`src/inc/asrc_pkg.sv`:
```
// package for the asynchronous static memory host port controller
package asrc_pkg;
  localparam int ADDR_W = 19;
  localparam int DATA_W = 8;
  localparam int CLK_PERIOD_NS = 40;
  // faster grade timing in ns
  localparam int SELECT_TO_VALID_DELAY_NS = 70;
  localparam int GATE_TO_VALID_DELAY_NS = 35;
  localparam int DESELECT_FLOAT_DELAY_NS = 25;
  localparam int STROBE_PULSE_WIDTH_NS = 55;
  localparam int SELECT_TO_FINISH_TIME_NS = 65;
  localparam int VALUE_LEAD_TIME_NS = 30;
  localparam int RECOVERY_AFTER_SELECT_NS = 15;
  localparam int VALUE_HOLD_AFTER_SELECT_NS = 10;
  // least times round up, none below one cycle
  function automatic int cyc_up(input int ns);
    int c;
    c = (ns + CLK_PERIOD_NS - 1) / CLK_PERIOD_NS;
    return (c < 1) ? 1 : c;
  endfunction
  localparam int READ_WAIT_CYC = cyc_up(SELECT_TO_VALID_DELAY_NS);
  localparam int WRITE_PULSE_CYC = cyc_up(SELECT_TO_FINISH_TIME_NS);
  localparam int RECOVER_CYC = cyc_up(RECOVERY_AFTER_SELECT_NS);
  localparam int FLOAT_CYC = cyc_up(DESELECT_FLOAT_DELAY_NS);
  localparam int CNT_W = 4;

  typedef struct packed {
    logic write;
    logic [ADDR_W-1:0] addr;
    logic [DATA_W-1:0] wdata;
  } asrc_req_s;

  typedef struct packed {
    logic sel_n;
    logic wr_n;
    logic gate_n;
    logic [ADDR_W-1:0] addr;
  } asrc_pins_s;
endpackage

```
`src/logic/asrc_host.sv`:
```
// host side controller driving the asynchronous static memory pins
`timescale 1ns/1ps
module asrc_host #(
  parameter int READ_WAIT = asrc_pkg::READ_WAIT_CYC,
  parameter int WRITE_PULSE = asrc_pkg::WRITE_PULSE_CYC,
  parameter int RECOVER = asrc_pkg::RECOVER_CYC,
  parameter int FLOAT_WAIT = asrc_pkg::FLOAT_CYC
) (
  input wire logic clk,
  input wire logic sys_rst,
  input wire logic req_valid,
  output logic req_ready,
  input wire asrc_pkg::asrc_req_s req,
  output logic rsp_valid,
  output logic [asrc_pkg::DATA_W-1:0] rsp_rdata,
  output asrc_pkg::asrc_pins_s mem_pins,
  input wire logic [asrc_pkg::DATA_W-1:0] mem_dq_in,
  output logic [asrc_pkg::DATA_W-1:0] mem_dq_out,
  output logic mem_dq_oe
);
  typedef enum logic [2:0] {
    ST_IDLE, ST_SETUP, ST_READ, ST_WRITE, ST_END, ST_RECOVER
  } asrc_state_e;

  asrc_state_e state_q;
  logic write_q;
  logic load;
  logic [asrc_pkg::CNT_W-1:0] load_val;
  logic done;
  logic sel_n_q;
  logic wr_n_q;
  logic gate_n_q;
  logic [asrc_pkg::ADDR_W-1:0] addr_q;

  assign mem_pins = '{sel_n: sel_n_q, wr_n: wr_n_q, gate_n: gate_n_q, addr: addr_q};

  asrc_wait_cnt #(.W(asrc_pkg::CNT_W)) u_wait (
    .clk(clk),
    .sys_rst(sys_rst),
    .load(load),
    .value(load_val),
    .done(done)
  );

  assign req_ready = (state_q == ST_IDLE);

  // phase sequencing and the wait loaded on leaving setup, read and write
  always_comb
  begin
    load = 1'b0;
    load_val = '0;
    case (state_q)
      ST_IDLE:
        load = 1'b0;
      ST_SETUP:
      begin
        load = 1'b1;
        load_val = write_q ? asrc_pkg::CNT_W'(WRITE_PULSE)
                           : asrc_pkg::CNT_W'(READ_WAIT);
      end
      ST_READ:
        if (done)
        begin
          load = 1'b1;
          load_val = asrc_pkg::CNT_W'(FLOAT_WAIT);
        end
      ST_WRITE:
        if (done)
        begin
          load = 1'b1;
          load_val = asrc_pkg::CNT_W'(RECOVER);
        end
      default:
        load = 1'b0;
    endcase
  end

  always_ff @(posedge clk)
  begin
    if (sys_rst)
      state_q <= ST_IDLE;
    else
      case (state_q)
        ST_IDLE:
          if (req_valid)
            state_q <= ST_SETUP;
        ST_SETUP:
          state_q <= write_q ? ST_WRITE : ST_READ;
        ST_READ:
          if (done)
            state_q <= ST_RECOVER;
        ST_WRITE:
          if (done)
            state_q <= ST_END;
        ST_END:
          state_q <= ST_RECOVER;
        ST_RECOVER:
          if (done)
            state_q <= ST_IDLE;
        default:
          state_q <= ST_IDLE;
      endcase
  end

  // address and data latched at acceptance, stable all access
  always_ff @(posedge clk)
  begin
    if (sys_rst)
    begin
      write_q <= 1'b0;
      // address kept while select is still low
      if (sel_n_q)
        addr_q <= '0;
      mem_dq_out <= '0;
    end
    else if (req_ready && req_valid)
    begin
      write_q <= req.write;
      addr_q <= req.addr;
      mem_dq_out <= req.wdata;
    end
  end

  // strobes; strobe falls with select so memory never drives on write
  always_ff @(posedge clk)
  begin
    if (sys_rst)
    begin
      sel_n_q <= 1'b1;
      wr_n_q <= 1'b1;
      gate_n_q <= 1'b1;
    end
    else
    begin
      sel_n_q <= !((state_q == ST_SETUP) ||
                   (state_q == ST_READ && !done) ||
                   (state_q == ST_WRITE));
      // strobe rises a cycle before select, ending the write
      wr_n_q <= !((state_q == ST_SETUP && write_q) ||
                  (state_q == ST_WRITE && !done));
      gate_n_q <= !((state_q == ST_SETUP && !write_q) ||
                    (state_q == ST_READ && !done));
    end
  end

  // data driven only while write strobe is low plus one hold cycle
  always_ff @(posedge clk)
  begin
    if (sys_rst)
      mem_dq_oe <= 1'b0;
    else
      mem_dq_oe <= (state_q == ST_SETUP && write_q) ||
                   (state_q == ST_WRITE);
  end

  // capture read byte at end of access wait, before deselect
  always_ff @(posedge clk)
  begin
    if (sys_rst)
    begin
      rsp_valid <= 1'b0;
      rsp_rdata <= '0;
    end
    else
    begin
      rsp_valid <= (state_q == ST_READ && done) || (state_q == ST_END);
      if (state_q == ST_READ && done)
        rsp_rdata <= mem_dq_in;
    end
  end
endmodule

```
`src/logic/asrc_wait_cnt.sv`:
```
// down counter that times the read, write and recovery phases of a memory access
`timescale 1ns/1ps
module asrc_wait_cnt #(
  parameter int W = 4
) (
  input wire logic clk,
  input wire logic sys_rst,
  input wire logic load,
  input wire logic [W-1:0] value,
  output logic done
);
  logic [W-1:0] cnt_q;

  always_ff @(posedge clk)
  begin
    if (sys_rst)
      cnt_q <= '0;
    else if (load)
      cnt_q <= value;
    else if (cnt_q != '0)
      cnt_q <= cnt_q - 1'b1;
  end

  // done must not look at load: the caller derives load from done
  assign done = (cnt_q == '0);
endmodule

```
`config.mk`:
```
export PLATFORM = sky130hd
export DESIGN_NAME = asrc_host
export DESIGN_NICKNAME = d
export VERILOG_FILES = /design/src/inc/asrc_pkg.sv /design/src/logic/asrc_host.sv /design/src/logic/asrc_wait_cnt.sv
export SDC_FILE = /design/constraint.sdc
export NUM_CORES = 1
export LEC_CHECK = 0
export BUFFER_PORTS_ARGS = -buffer_cell sky130_fd_sc_hd__buf_2
export CAP_MARGIN = 5
export CORE_ASPECT_RATIO = 0.6
export CORE_UTILIZATION = 51
export DETAILED_ROUTE_END_ITERATION = 10
export PLACE_DENSITY = 0.8
export SLEW_MARGIN = 20
export SYNTH_ARGS = -nofsm -noshare
export SYNTH_HDL_FRONTEND = slang
export SYNTH_HIERARCHICAL = 1
export SYNTH_SLANG_ARGS = --single-unit
```
`constraint.sdc`:
```
create_clock -name clk -period 3.8 [get_ports clk]
set_input_delay 0 -clock clk [delete_from_list [all_inputs] [get_ports clk]]
set_output_delay 0 -clock clk [all_outputs]
set_load 0.05 [all_outputs]
```
==> flow_metrics.py <==
metrics = {
    "logic_synthesis": {
        "synth_top_cell_area_share_pct": 29.78,
        "syn_inst": 175,
        "syn_avg_cell_area_sq_um": 11.14,
        "yosysSeqAreaShare_pct": 59.05,
        "yosysTopAreaCell": "dfxtp_1",
        "syn-cell-area_sq_mm": 0.001949,
        "synth_area_leaders": "dfxtp_1 (30%), edfxtp_1 (29%), nor2b_1 (7.4%)",
        "yosysUniqueCellTypes": 35,
        "ys_ff_latch": 48,
        "ys_warn_count": 6,
    },
    "global_route": {
        "grt_pass1_wl_microns": 6955,
        "antenna_found_initial": 0,
        "grt_max_degree": 49,
        "grt_overflow": 0,
        "grt_pass1_vias": 1439,
        "grt_util_all_layers_pct": 23.27,
    },
    "setup_path": {
        "critPathSlowestCell": "o21ai_2",
        "path_cells": "or4b_1 -> o21ai_2",
        "cp.arrival_ps": 2390,
        "critical_path.max_fanout": 19,
        "max_stage_delay_ps": 830,
        "crit_type": "reg2reg",
        "path_delay_family": "compound AO/OA/AOI/OAI gates",
        "crit_buf_inv": 0,
        "critPathLaunchType": "flop",
        "critical_path_required_ps": 3710,
        "setup.worst_path.end_class": "flop",
    },
    "place": {
        "io_buffers": 79,
        "place_congestion": 0.7824,
        "dpl.hpwl_microns": 2777,
        "place_area_sq_mm": 0.002321,
    },
    "sta": {
        "hold_viol_final": 0,
        "worst_slew_pin_slew_ps": 976.1,
        "whs_ps": 9.372,
        "setup_viol": 0,
        "skew_ps": 9.512,
        "fin_crit_sh_pct": 65.26,
        "relSlewSlack_pct": 34.92,
        "maxSlewViolCount": 0,
        "rsz0062_at_grt": "no",
        "finalCriticalPeriod_ps": 2480,
        "setup-tns-final_ps": 0,
        "fmax_ghz": 0.4032,
    },
    "final_layout": {
        "final_common_cell": "buf_2",
        "utilization_pct": 77.80,
        "n_fill_cell": 227,
        "nets": 314,
        "fin_area_sq_mm": 0.002679,
        "antenna_cells": 0,
        "syn2layout_area_growth_pct": 37.42,
        "drive_above_1_share_pct": 34.18,
        "layout_common_cells": "buf_2 (79), dfxtp_1 (29), nand2_1 (25), dlygate4sd3_1 (25), nor2b_1 (23)",
    },
    "power_and_ir_drop": {
        "switching_share_pct": 41.65,
        "cellPowerDensity_mw_per_mm2": 707.0,
        "p_sw_mw": 0.7889,
        "p_comb_share_pct": 42.0,
        "pwr-share-seq_pct": 39.5,
        "p_int_mw": 1.105,
        "clock_power_share_pct": 18.5,
        "p_leak_nw": 1.174,
        "ir_worst_vdd_v": 0.0004523,
    },
    "min_path": {
        "hold_path.class": "in2reg",
    },
    "clocking": {
        "cts_tree": "built",
        "clockBufferDepth": 2,
        "cts_root_buf": "clkbuf_8",
        "clock_sink_count": 48,
        "clkLatencyLatePin_ps": 290,
        "clk_pin_slew_worst_paths_ps": 90,
        "htreeDepth": 2,
        "cts_buffers": 5,
    },
    "die": {
        "die_y_microns": 49.89,
        "rows": 16,
        "dieArea_sq_mm": 0.004082,
        "dieWidth_microns": 81.82,
        "pin_count": 80,
        "start_util_pct": 56.61,
        "core_area_sq_mm": 0.003443,
    },
    "run": {
        "max_cap_viol_count": 0,
    },
    "routing": {
        "firstDrtPassIters": 4,
        "ant_nets": 0,
        "wire_per_inst_microns": 13.94,
        "wl_microns": 4460,
        "drc": 0,
        "drt-initial-drc-count": 96,
        "vias_per_cell": 4.881,
        "via_count": 1562,
    },
    "run_status": {
        "outcome": "finished, final reports clean",
    },
}
[flip-flops by register name, indices dropped and copies added, names as in the netlist]
signal / count
gate_n_q: 1
state_q: 3
addr_q: 19
write_q: 1
mem_dq_oe: 1
wr_n_q: 1
rsp_valid: 1
rsp_rdata: 8
sel_n_q: 1
u_wait/cnt_q: 4
mem_dq_out: 8
[worst paths after layout]
check	startpoint	to	slack, ps	depth (start not counted)
setup reg to reg	state_q[0]	addr_q[3]	1320	2
hold / removal	req[26]	addr_q[18]	9	2
setup / recovery	state_q[0]	addr_q[3]	1320	2
hold reg to reg	mem_dq_out[7]	mem_dq_out[7]	460	2
[Yosys cell counts]
library cell	count
dfxtp_1	29
nand2_1	25
nor2b_1	23
edfxtp_1	19
a21oi_1	11
nor2_1	11
mux2i_1	9
buf_4	5
clkbuf_1	5
nor3_1	4
inv_1	3
nand2b_1	3
xnor2_1	3
buf_6	2
o21ai_0	2
o22ai_1	2
a2111oi_0	1
a2111oi_1	1
a211oi_2	1
and2b_1	1
and3b_2	1
and4bb_1	1
buf_2	1
conb_1	1
ha_1	1
mux2_2	1
nor3_2	1
nor3b_4	1
nor4b_4	1
o211a_1	1
o21ai_2	1
o32ai_1	1
or2_1	1
or2_2	1
or4b_1	1
[metrics by stage]
step                      worst slack, ps  instances  total power, mW
after floorplan                      1890        176            1.394
after global placement               1442        287            1.519
after detailed placement             1345        287            1.528
after CTS                            1326        318            1.896
after global routing                 1151        320            2.002
final                                1320        320            1.894
[cell families (layout without fill, tap and decap cells)]
logic type | count (synthesis) | in the layout | share of synthesized area [%]
xor gates and xnor gates | 3 | 3 | 1.348
AOI/OAI and AO/OA | 21 | 21 | 6.996
and+or+nand+nor | 75 | 75 | 21.70
buffers and inverters | 16 | 115 | 4.878
adders and majority gates | 1 | 1 | 0.6417
muxes | 10 | 10 | 5.199
other | 1 | 2 | 0.1924
DFF | 48 | 48 | 59.05
[routing by layer]
layer,vias up,share of wire (%),global-route usage (%)
li1,784,-,-
met1,706,43,29.92
met2,70,48,38.71
met3,2,8.6,7.593
met4,0,0.31,3.509
met5,-,0,0
[timing repair]
| action | CTS | global route |
|---|---|---|
| endpoints found under the hold margin | 23 | 2 |
| hold buffers | 23 | 2 |
| gates resized for setup | 0 | 0 |
| buffers inserted | 0 | 0 |
[power groups by stage]
stage	combinational (mW)	sequential, mW	clock, mW
after CTS	0.794	0.746	0.355
after global placement	0.767	0.752	0
after floorplan	0.414	0.980	0
after detailed placement	0.773	0.755	0
final	0.796	0.747	0.351
after global routing	0.856	0.763	0.384
[worst reg2reg max path: stages, from the launching register on]
cell,delay (ps)
dfxtp_1,480
or4b_1,780
o21ai_2,840
[area by class of cell]
class                           count  area [sq um]  share of cell area, %
Inverter                            3         11.26                 0.4204
Clock inverter                      2         35.03                  1.308
Tap cell                           45         56.30                  2.102
Clock buffer                        6         72.57                  2.709
Multi-Input combinational cell    112         706.9                  26.39
Sequential cell                    48          1151                  42.97
Timing Repair Buffer              104         645.6                  24.10
(Power assumes the default switching activity.)
